[src/common/dmau_pkg.sv]
// ============================================================
// data memory address unit: shared constants and decoders
package dmau_pkg;

   // ============================================================
   // geometry
   localparam int ADDR_W = 12;
   localparam int BANK_W = 4;
   localparam int OFF_W = 8;
   localparam int DATA_W = 8;
   localparam int NUM_PTR = 3;
   localparam int NUM_BANKS = 16;
   localparam logic [7:0] ACCESS_SPLIT = 8'h80;
   localparam logic [3:0] ACCESS_LOW_BANK = 4'h0;
   localparam logic [3:0] SFR_BANK = 4'hF;

   // ============================================================
   // special function addresses; each pointer owns an aligned block of eight
   localparam logic [11:0] PTR_BASE [0:2] = '{12'hFE8, 12'hFE0, 12'hFD8};
   localparam logic [2:0] SUB_DEREF = 3'h7;
   localparam logic [2:0] SUB_POST_INC = 3'h6;
   localparam logic [2:0] SUB_POST_DEC = 3'h5;
   localparam logic [2:0] SUB_PRE_INC = 3'h4;
   localparam logic [2:0] SUB_INDEXED = 3'h3;
   localparam logic [2:0] SUB_HIGH = 3'h2;
   localparam logic [2:0] SUB_LOW = 3'h1;
   localparam logic [11:0] BANK_SELECT_ADDR = 12'hFD7;

   // ============================================================
   // software register port
   localparam logic [2:0] REG_BANK_SELECT = 3'h0;
   localparam logic [2:0] REG_PTR0_LOW = 3'h1;
   localparam logic [2:0] REG_STATUS = 3'h7;
   localparam int ST_UNIMPL = 0;
   localparam int ST_PORT_HIT = 1;

   // ============================================================
   // reset values
   localparam logic [3:0] BANK_SELECT_RESET = 4'h0;
   localparam logic [11:0] PTR_RESET = 12'h000;

   typedef enum logic [4:0] {
      DMAU_M_DEREF = 5'b00001,
      DMAU_M_POST_DEC = 5'b00010,
      DMAU_M_POST_INC = 5'b00100,
      DMAU_M_PRE_INC = 5'b01000,
      DMAU_M_INDEXED = 5'b10000
   } dmau_mode_e;

   function automatic logic dmau_is_port(input logic [11:0] a);
      logic hit;
      hit = 1'b0;
      for (int n = 0; n < NUM_PTR; n++) begin
         if (a[11:3] == PTR_BASE[n][11:3] && a[2:0] >= SUB_INDEXED) begin
            hit = 1'b1;
         end
      end
      return hit;
   endfunction

   function automatic logic [1:0] dmau_port_index(input logic [11:0] a);
      logic [1:0] idx;
      idx = 2'h0;
      for (int n = 0; n < NUM_PTR; n++) begin
         if (a[11:3] == PTR_BASE[n][11:3]) begin
            idx = 2'(n);
         end
      end
      return idx;
   endfunction

   function automatic dmau_mode_e dmau_port_mode(input logic [2:0] sub);
      dmau_mode_e m;
      case (sub)
         SUB_POST_DEC: m = DMAU_M_POST_DEC;
         SUB_POST_INC: m = DMAU_M_POST_INC;
         SUB_PRE_INC: m = DMAU_M_PRE_INC;
         SUB_INDEXED: m = DMAU_M_INDEXED;
         default: m = DMAU_M_DEREF;
      endcase
      return m;
   endfunction

endpackage

[src/rtl/dmau_direct.sv]
`timescale 1ns/1ps
// ============================================================
// direct operand address formation
module dmau_direct
   import dmau_pkg::*;
(
   // operand
   input wire logic [3:0] bank_i,
   input wire logic access_i,
   input wire logic [7:0] offset_i,
   input wire logic abs_i,
   input wire logic [11:0] abs_addr_i,
   // result
   output logic [11:0] addr_o
);
   import dmau_pkg::*;

   logic [3:0] access_bank;
   logic [3:0] bank;

   // low half of the window is bank 0, high half the sfr bank
   assign access_bank = (offset_i < ACCESS_SPLIT) ? ACCESS_LOW_BANK : SFR_BANK;
   assign bank = access_i ? bank_i : access_bank;
   // full-address moves never look at the bank select
   assign addr_o = abs_i ? abs_addr_i : {bank, offset_i};

endmodule

[src/rtl/dmau_pointer.sv]
`timescale 1ns/1ps
// ============================================================
// one 12-bit data pointer with its auto-modify logic
module dmau_pointer
   import dmau_pkg::*;
(
   // clock and reset
   input wire logic ref_clk_i,
   input wire logic reset_i,
   // access control
   input wire dmau_pkg::dmau_mode_e mode_i,
   input wire logic step_i,
   input wire logic load_lo_i,
   input wire logic load_hi_i,
   input wire logic [7:0] load_data_i,
   input wire logic [7:0] wacc_i,
   // pointer state
   output logic [11:0] ptr_o,
   output logic [11:0] eff_o
);
   import dmau_pkg::*;

   logic [11:0] ptr_q;
   logic [11:0] ptr_d;
   logic [11:0] inc_w;
   logic [11:0] dec_w;
   logic [11:0] stepped_w;
   logic [11:0] loaded_w;

   // carries and borrows cross the byte boundary by using full 12-bit adders for inc_w and dec_w
   assign inc_w = ptr_q + 12'h001;
   assign dec_w = ptr_q - 12'h001;
   assign stepped_w = (mode_i == DMAU_M_POST_DEC) ? dec_w :
                      (mode_i == DMAU_M_POST_INC || mode_i == DMAU_M_PRE_INC) ? inc_w : ptr_q;
   assign loaded_w = {load_hi_i ? load_data_i[3:0] : ptr_q[11:8], load_lo_i ? load_data_i : ptr_q[7:0]};
   // a byte write cancels the auto-modify of the same pointer
   assign ptr_d = (load_lo_i || load_hi_i) ? loaded_w : (step_i ? stepped_w : ptr_q);
   assign eff_o = (mode_i == DMAU_M_PRE_INC) ? inc_w :
                  (mode_i == DMAU_M_INDEXED) ? ptr_q + {{4{wacc_i[7]}}, wacc_i} : ptr_q;
   assign ptr_o = ptr_q;

   always_ff @(posedge ref_clk_i or posedge reset_i) begin
      if (reset_i) begin
         ptr_q <= PTR_RESET;
      end else begin
         ptr_q <= ptr_d;
      end
   end
endmodule

[src/rtl/dmau_addr_unit.sv]
`timescale 1ns/1ps
// ============================================================
// data memory address unit
// Notes on behaviour
// - access bank is bank0 low plus bank15 high
// - instruction access bit picks banked or access
// - access window is 256 bytes in two halves, 000-07F and F80-FFF
// - sixteen banks; bank select supplies address top
// - bank select upper nibble reads zero, ignores writes
// - unimplemented bank reads zero, drops writes
// - each bank holds 256 bytes, 8-bit offset
// - file-to-file move uses full address, no bank
// - port access goes to pointed location, stores nothing
// - three independent 12-bit pointers over 4096 bytes
// - indirect read of a port gives zero, zero flag
// - indirect write to a port is a no-op
// - five ports per pointer select five behaviours
// - pointer auto-modify never touches status flags
// - increment and decrement span all 12 bits
// - indexed port adds signed accumulator, modifies nothing
// - byte write beats pointer auto-modify
module dmau_addr_unit
   import dmau_pkg::*;
#(
   parameter int DATA_BANKS = 16
)(
   // clock and reset
   input wire logic ref_clk_i,
   input wire logic reset_i,
   // operand request from the datapath
   input wire logic op_valid_i,
   input wire logic op_write_i,
   input wire logic op_access_i,
   input wire logic op_abs_i,
   input wire logic [dmau_pkg::OFF_W-1:0] op_offset_i,
   input wire logic [dmau_pkg::ADDR_W-1:0] op_abs_addr_i,
   input wire logic [dmau_pkg::DATA_W-1:0] op_wdata_i,
   input wire logic [dmau_pkg::DATA_W-1:0] wacc_i,
   // answer to the datapath
   output logic op_rvalid_o,
   output logic [dmau_pkg::DATA_W-1:0] op_rdata_o,
   output logic op_zero_o,
   output logic op_status_keep_o,
   // data ram
   output logic [dmau_pkg::ADDR_W-1:0] mem_addr_o,
   output logic mem_we_o,
   output logic mem_re_o,
   output logic [dmau_pkg::DATA_W-1:0] mem_wdata_o,
   input wire logic [dmau_pkg::DATA_W-1:0] mem_rdata_i,
   // software register port
   input wire logic [2:0] reg_addr_i,
   input wire logic [dmau_pkg::DATA_W-1:0] reg_wdata_i,
   input wire logic reg_we_i,
   input wire logic reg_re_i,
   output logic [dmau_pkg::DATA_W-1:0] reg_rdata_o
);
   import dmau_pkg::*;

   generate
      if (DATA_BANKS < 1 || DATA_BANKS > NUM_BANKS) begin : g_bad_banks
         $error("DATA_BANKS must lie in 1..16");
      end
   endgenerate

   localparam logic [1:0] SRC_MEM = 2'h0;
   localparam logic [1:0] SRC_INT = 2'h1;
   localparam logic [1:0] SRC_ZERO = 2'h2;

   // ============================================================
   // state
   logic [3:0] bank_select_q;
   logic [ADDR_W-1:0] mem_addr_q;
   logic mem_we_q;
   logic mem_re_q;
   logic [DATA_W-1:0] mem_wdata_q;
   logic rd_q;
   logic [1:0] rd_src_q;
   logic [DATA_W-1:0] int_data_q;
   logic op_rvalid_q;
   logic [DATA_W-1:0] op_rdata_q;
   logic op_zero_q;
   logic status_keep_q;
   logic last_unimpl_q;
   logic last_port_q;
   logic [DATA_W-1:0] reg_rdata_q;

   // ============================================================
   // address resolution
   logic [ADDR_W-1:0] dir_addr;
   logic hit_port;
   logic [1:0] port_sel;
   dmau_mode_e port_mode;
   logic [ADDR_W-1:0] eff_w [0:NUM_PTR-1];
   logic [ADDR_W-1:0] ptr_w [0:NUM_PTR-1];
   logic [ADDR_W-1:0] ind_addr;
   logic [ADDR_W-1:0] final_addr;
   logic ind_to_port;
   logic unimpl;
   logic kill;

   dmau_direct u_direct (
      .bank_i(bank_select_q),
      .access_i(op_access_i),
      .offset_i(op_offset_i),
      .abs_i(op_abs_i),
      .abs_addr_i(op_abs_addr_i),
      .addr_o(dir_addr)
   );

   assign hit_port = dmau_is_port(dir_addr);
   assign port_sel = dmau_port_index(dir_addr);
   assign port_mode = dmau_port_mode(dir_addr[2:0]);
   assign ind_addr = eff_w[port_sel];
   // the port is only a redirect; the access lands where the pointer says
   assign final_addr = hit_port ? ind_addr : dir_addr;
   assign ind_to_port = hit_port && dmau_is_port(ind_addr);
   // sfr bank always exists; lower banks only up to DATA_BANKS
   assign unimpl = ({1'b0, final_addr[11:8]} >= 5'(DATA_BANKS)) && (final_addr[11:8] != SFR_BANK);
   assign kill = ind_to_port || unimpl;

   // ============================================================
   // internal special function registers
   logic bsel_hit;
   logic [NUM_PTR-1:0] lo_hit;
   logic [NUM_PTR-1:0] hi_hit;
   logic [DATA_W-1:0] ptr_rd [0:NUM_PTR-1];
   logic int_hit;
   logic [DATA_W-1:0] int_data;
   logic dp_wr;
   logic dp_int_wr;
   logic reg_wr_ok;
   logic [NUM_PTR-1:0] load_lo;
   logic [NUM_PTR-1:0] load_hi;
   logic [DATA_W-1:0] load_data;
   logic [NUM_PTR-1:0] step;
   logic bsel_wr;
   logic [3:0] bsel_wdata;

   assign dp_wr = op_valid_i && op_write_i && !kill;
   assign bsel_hit = final_addr == BANK_SELECT_ADDR;

   genvar gi;
   generate
      for (gi = 0; gi < NUM_PTR; gi++) begin : g_ptr
         logic [2:0] reg_lo_idx;
         assign reg_lo_idx = REG_PTR0_LOW + 3'(2 * gi);
         assign lo_hit[gi] = final_addr == {PTR_BASE[gi][11:3], SUB_LOW};
         assign hi_hit[gi] = final_addr == {PTR_BASE[gi][11:3], SUB_HIGH};
         assign ptr_rd[gi] = lo_hit[gi] ? ptr_w[gi][7:0] :
                             hi_hit[gi] ? {4'h0, ptr_w[gi][11:8]} : 8'h00;
         assign load_lo[gi] = (dp_wr && lo_hit[gi]) || (reg_wr_ok && reg_addr_i == reg_lo_idx);
         assign load_hi[gi] = (dp_wr && hi_hit[gi]) || (reg_wr_ok && reg_addr_i == reg_lo_idx + 3'h1);
         // pointer moves never feed the status flags
         assign step[gi] = op_valid_i && hit_port && port_sel == 2'(gi)
                           && (port_mode == DMAU_M_POST_DEC || port_mode == DMAU_M_POST_INC
                               || port_mode == DMAU_M_PRE_INC);

         dmau_pointer u_ptr (
            .ref_clk_i(ref_clk_i),
            .reset_i(reset_i),
            .mode_i(port_mode),
            .step_i(step[gi]),
            .load_lo_i(load_lo[gi]),
            .load_hi_i(load_hi[gi]),
            .load_data_i(load_data),
            .wacc_i(wacc_i),
            .ptr_o(ptr_w[gi]),
            .eff_o(eff_w[gi])
         );
      end
   endgenerate

   assign int_hit = bsel_hit || (|lo_hit) || (|hi_hit);
   assign int_data = bsel_hit ? {4'h0, bank_select_q} : (ptr_rd[0] | ptr_rd[1] | ptr_rd[2]);
   assign dp_int_wr = dp_wr && int_hit;
   // a datapath write to an internal register wins; a clashing port write is lost
   assign reg_wr_ok = reg_we_i && !dp_int_wr;
   assign load_data = dp_int_wr ? op_wdata_i : reg_wdata_i;
   assign bsel_wr = (dp_wr && bsel_hit) || (reg_wr_ok && reg_addr_i == REG_BANK_SELECT);
   // only the low nibble exists, so upper writes vanish
   assign bsel_wdata = load_data[3:0];

   always_ff @(posedge ref_clk_i or posedge reset_i) begin
      if (reset_i) begin
         bank_select_q <= BANK_SELECT_RESET;
      end else if (bsel_wr) begin
         bank_select_q <= bsel_wdata;
      end
   end

   // ============================================================
   // memory request stage
   logic [1:0] rd_src_d;

   assign rd_src_d = kill ? SRC_ZERO : (int_hit ? SRC_INT : SRC_MEM);

   always_ff @(posedge ref_clk_i or posedge reset_i) begin
      if (reset_i) begin
         mem_addr_q <= '0;
         mem_we_q <= 1'b0;
         mem_re_q <= 1'b0;
         mem_wdata_q <= '0;
         rd_q <= 1'b0;
         rd_src_q <= SRC_MEM;
         int_data_q <= '0;
         status_keep_q <= 1'b0;
      end else begin
         if (op_valid_i) begin
            mem_addr_q <= final_addr;
            mem_wdata_q <= op_wdata_i;
            rd_src_q <= rd_src_d;
            int_data_q <= int_data;
         end
         mem_we_q <= dp_wr && !int_hit;
         mem_re_q <= op_valid_i && !op_write_i && !kill && !int_hit;
         rd_q <= op_valid_i && !op_write_i;
         status_keep_q <= op_valid_i && op_write_i && ind_to_port;
      end
   end

   // ============================================================
   // answer stage
   always_ff @(posedge ref_clk_i or posedge reset_i) begin
      if (reset_i) begin
         op_rvalid_q <= 1'b0;
         op_rdata_q <= '0;
         op_zero_q <= 1'b0;
      end else begin
         op_rvalid_q <= rd_q;
         if (rd_q) begin
            op_rdata_q <= (rd_src_q == SRC_MEM) ? mem_rdata_i :
                          (rd_src_q == SRC_INT) ? int_data_q : 8'h00;
         end
         // forced zero flag only for a port read through a pointer
         op_zero_q <= rd_q && rd_src_q == SRC_ZERO && last_port_q;
      end
   end

   // ============================================================
   // software register port
   logic [DATA_W-1:0] reg_rd_mux;
   logic [2:0] reg_ptr_off;

   assign reg_ptr_off = reg_addr_i - REG_PTR0_LOW;
   assign reg_rd_mux = (reg_addr_i == REG_BANK_SELECT) ? {4'h0, bank_select_q} :
                       (reg_addr_i == REG_STATUS) ? {6'h00, last_port_q, last_unimpl_q} :
                       reg_ptr_off[0] ? {4'h0, ptr_w[reg_ptr_off[2:1]][11:8]} : ptr_w[reg_ptr_off[2:1]][7:0];

   always_ff @(posedge ref_clk_i or posedge reset_i) begin
      if (reset_i) begin
         reg_rdata_q <= '0;
         last_unimpl_q <= 1'b0;
         last_port_q <= 1'b0;
      end else begin
         if (reg_re_i) begin
            reg_rdata_q <= reg_rd_mux;
         end
         if (op_valid_i) begin
            last_unimpl_q <= unimpl;
            last_port_q <= ind_to_port;
         end
      end
   end

   assign op_rvalid_o = op_rvalid_q;
   assign op_rdata_o = op_rdata_q;
   assign op_zero_o = op_zero_q;
   assign op_status_keep_o = status_keep_q;
   assign mem_addr_o = mem_addr_q;
   assign mem_we_o = mem_we_q;
   assign mem_re_o = mem_re_q;
   assign mem_wdata_o = mem_wdata_q;
   assign reg_rdata_o = reg_rdata_q;
endmodule

[config.mk]
export PLATFORM = sky130hd
export DESIGN_NAME = dmau_addr_unit
export DESIGN_NICKNAME = d
export VERILOG_FILES = /design/src/common/dmau_pkg.sv /design/src/rtl/dmau_direct.sv /design/src/rtl/dmau_pointer.sv /design/src/rtl/dmau_addr_unit.sv
export SDC_FILE = /design/constraint.sdc
export NUM_CORES = 1
export LEC_CHECK = 0
export ABC_AREA = 1
export BUFFER_PORTS_ARGS = -buffer_cell sky130_fd_sc_hd__buf_2
export CAP_MARGIN = 20
export CORE_ASPECT_RATIO = 0.9
export CORE_MARGIN = 2
export CORE_UTILIZATION = 67
export CTS_BUF_LIST = sky130_fd_sc_hd__clkbuf_4
export CTS_CLUSTER_SIZE = 20
export DETAILED_ROUTE_END_ITERATION = 8
export PLACE_DENSITY = 0.92
export SLEW_MARGIN = 20
export SYNTH_ARGS = -nofsm -noshare
export SYNTH_HDL_FRONTEND = slang
export SYNTH_SLANG_ARGS = --single-unit
[constraint.sdc]
create_clock -name ref_clk_i -period 5.36 [get_ports ref_clk_i]
set_input_delay 0 -clock ref_clk_i [delete_from_list [all_inputs] [get_ports ref_clk_i]]
set_output_delay 0 -clock ref_clk_i [all_outputs]
set_load 0.01 [all_outputs]
==> impl_metrics.csv <==
group,metric,value,unit
outcome,status,"finished, final reports clean",
power_and_ir_drop,p_sw,1.823,mW
power_and_ir_drop,p_int,1.600,mW
placement,port_buffers,103,
critical_path,crit_path_max_incr_delay,0.66,ns
synthesis,synth_seq_cells,92,
placement,pre_cts_slack,1.069,ns
critical_path,r2r-start,"g_ptr[0].u_ptr.ptr_o[3]",
critical_path,end_kind,"flip-flop",
synthesis,synth_edf_count,0,
timing,grt_setup_unrepaired,"false",
timing,slew_violations,0,
timing,finalSetupViolCount,0,
critical_path,crit_path_max_fanout,19,
power_and_ir_drop,max-vdd-ir-drop,0.2466,mV
critical_path,critPathLaunchType,"flip-flop",
routing,viasPerCell,6.171,
clock_network,worstSkewPairLatency,0.48,ns
synthesis,netlist_area,10310,um2
die,dieArea,16410,um2
synthesis,syn_area_per_cell,5.838,um2
clock_network,numCtsBuffers,9,
clock_network,ctsResizeCount,0,
timing,max-slew-margin-rel,0.3392,
clock_network,clk_pin_slew,0.17,ns
critical_path,crit_type,"reg -> reg",
die,ios,104,
clock_network,cts_tree,"done",
grt,grt_use_total,0.4601,
synthesis,synth-warning-count,0,
placement,dp_hpwl,28950,um
synthesis,synth.top_cell.area_share,0.2478,
critical_path,worstSetupEndpoint,"g_ptr[0].u_ptr.ptr_o[10]",
clock_network,clock_path_buffers,2,
run,maxCapViolCount,0,
critical_path,crit_arrival,4.84,ns
routing,drt_iter0_drc,1797,
timing,fin_ws,0.8771,ns
critical_path,crit_path_frequent_cell,"nand2_1",
critical_path,required,5.72,ns
timing,period_needed,4.483,ns
final_layout,layout_common_cells,"nand2_1, inv_1, nand3_1, nor2_1",
clock_network,cts-root-buf,"clkbuf_4",
final_layout,nNetsFinal,1965,
power_and_ir_drop,swShare,0.5326,
routing,drcViolationCount,0,
die,num_rows,43,
critical_path,timing.rr.end,"g_ptr[0].u_ptr.ptr_o[10]",
critical_path,regToRegSetupSlack,0.88,ns
routing,post_drt_wl_per_cell,18.54,um
timing,fin_crit_sh,0.8364,
worst_hold_path,holdCritStartpoint,"op_abs_addr_i[8]",
power_and_ir_drop,p_leak,6.087,nW
die,die_y,121.7,um
die,coreArea,15230,um2
synthesis,syn_nets,1877,
routing,drt_pre_antenna_iters,7,
routing,wl,38220,um
power_and_ir_drop,power_frac_seq,0.319,
synthesis,yosysTopAreaCell,"nand2_1",
synthesis,yosysSeqAreaShare,0.2232,
final_layout,area_delta_synth_final,9.012,%
clock_network,htreeDepth,3,
grt,grt_pass1_wl,58760,um
synthesis,synthArstFlopShare,1.000,
clock_network,cts.sinks,92,
timing,clock_skew,0.03293,ns
critical_path,ff2ff_path_depth,27,
synthesis,synth_cell_type_count,46,
placement,place.gp.congestion,1.182,
die,start_util,0.6775,
synthesis,syn_inst,1767,
routing,detail-route-antenna-nets,0,
power_and_ir_drop,p_per_area,304.4,nW/um2
grt,grt_max_degree,63,
grt,antenna_found_initial,1,
final_layout,final_util,0.7385,
timing,tns,0,ns
critical_path,critPathSlowestCell,"dfrtp_1",
power_and_ir_drop,totalPowerFinal,3.423,mW
power_and_ir_drop,comb_power_share,0.561,
timing,tightestPinTransition,0.9851,ns
timing,max_freq,0.2231,GHz
die,dieWidth,134.8,um
critical_path,cp-startpoint,"g_ptr[0].u_ptr.ptr_o[3]",
worst_hold_path,hp-class,"in -> reg",
final_layout,drive_above_1_share,0.1060,
power_and_ir_drop,clock_power_share,0.120,
grt,grt-ovfl-total,0,
synthesis,synthTopCellsByArea,"nand2_1, dfrtp_1, nand3_1",
synthesis,synth_ff_type,"dfrtp_1",
final_layout,final_common_cell,"nand2_1",
timing,hold_viol_final,0,
routing,num_vias,12720,
grt,grt_pass1_vias,11290,
[worst min path at each step]
stage                           to  slack [ns]  cells past startpoint
detailed placement  mem_wdata_o[4]        0.05                      2
global placement    mem_wdata_o[0]        0.04                      2
floorplan                     rd_q        0.08                      1
global route        mem_wdata_o[2]        0.02                      3
CTS                 mem_wdata_o[6]       0.003                      3
finish               mem_addr_o[8]       0.004                      5
[registers in the layout (all words and copies together) (netlist names)]
name and cells:
bank_select_q 4, op_status_keep_o 1, rd_q 1, mem_we_o 1, mem_re_o 1, mem_wdata_o 8, rd_src_q 2, op_rdata_o 8
op_rvalid_o 1, op_zero_o 1, int_data_q 8, mem_addr_o 12, reg_rdata_o 8, g_ptr.u_ptr.ptr_o 36
[power by group through the flow]
stage / logic (mW) / clock network [mW] / registers, mW
after global routing: 2.11 / 0.428 / 1.09
final: 1.92 / 0.412 / 1.09
after floorplan: 1.39 / 0 / 0.930
after detailed placement: 1.80 / 0 / 1.07
after CTS: 1.83 / 0.400 / 1.06
after global placement: 1.77 / 0 / 1.07
[synth_stat cells (3+ instances only)]
master	count
or2_2	4
a21oi_1	53
nand3_1	172
nor2_1	141
o2111ai_1	5
xor2_1	32
buf_6	6
nor2_4	7
nor2_2	7
ha_1	44
o21a_1	4
nand3_2	10
fa_1	3
nand4_1	18
nand2_1	681
dfrtp_1	92
buf_4	3
nor3b_1	4
buf_2	16
nor4_1	3
o21bai_1	5
nand2_4	6
nand3b_1	5
inv_1	179
clkinv_1	4
nand2_2	10
inv_2	17
o21ai_1	18
xnor2_1	10
nor3_1	22
o21ai_0	103
o211ai_1	3
o22ai_1	12
a31oi_1	19
clkbuf_1	34
[metal layers]
metal / vias up / part of all wire / track usage
met3: 195 / 0.15 / 0.1211
met4: 0 / 0.052 / 0.2079
met5: - / 0 / 0
met1: 5647 / 0.39 / 0.6372
met2: 1025 / 0.41 / 0.6745
li1: 5857 / - / -
[through the flow]
| step | cell area [um2] | hold slack [ns] | instances |
|---|---|---|---|
| 2_1_floorplan | 10310 | 0.07783 | 1767 |
| 4_1_cts | 11240 | 0.002736 | 2061 |
| 3_5_place_dp | 10850 | 0.04802 | 2021 |
| 6_report | 11240 | 0.004328 | 2062 |
| 5_1_grt | 11240 | 0.01632 | 2062 |
| 3_3_place_gp | 10850 | 0.04103 | 2021 |
[cell families after synthesis]
| logic type | count (synthesis) | share of synthesized area |
|---|---|---|
| adder cells (fa/ha/maj) | 47 | 0.05919 |
| XOR/XNOR | 42 | 0.03566 |
| AND/OR/NAND/NOR | 1093 | 0.4537 |
| AO/OA/AOI/OAI | 233 | 0.1263 |
| flip-flops | 92 | 0.2232 |
| buffers and inverters | 260 | 0.1020 |
[cell type report]
cell class                 count  area, um2
antenna                        1      2.502
inverter                     200      752.0
clock inverter                 6      71.32
tap                          202      252.7
clock buffer                   9      67.56
fill                        1306       3981
sequential                    92       2302
multi-input combinational   1415       6963
timing repair buffer         137      833.3
[worst max-delay path, delay by kind of cell, from the launching register on]
family	cells	cell delay (ns)
flops	1	0.66
simple gates	24	3.10
buf+inv	2	0.26
compound gates	1	0.39
[timing repair]
action                    4_1_cts  5_1_grt
hold endpoints to repair       56        0
hold buffers                   25        0
buffers inserted                0        0
(Power assumes the default switching activity.)
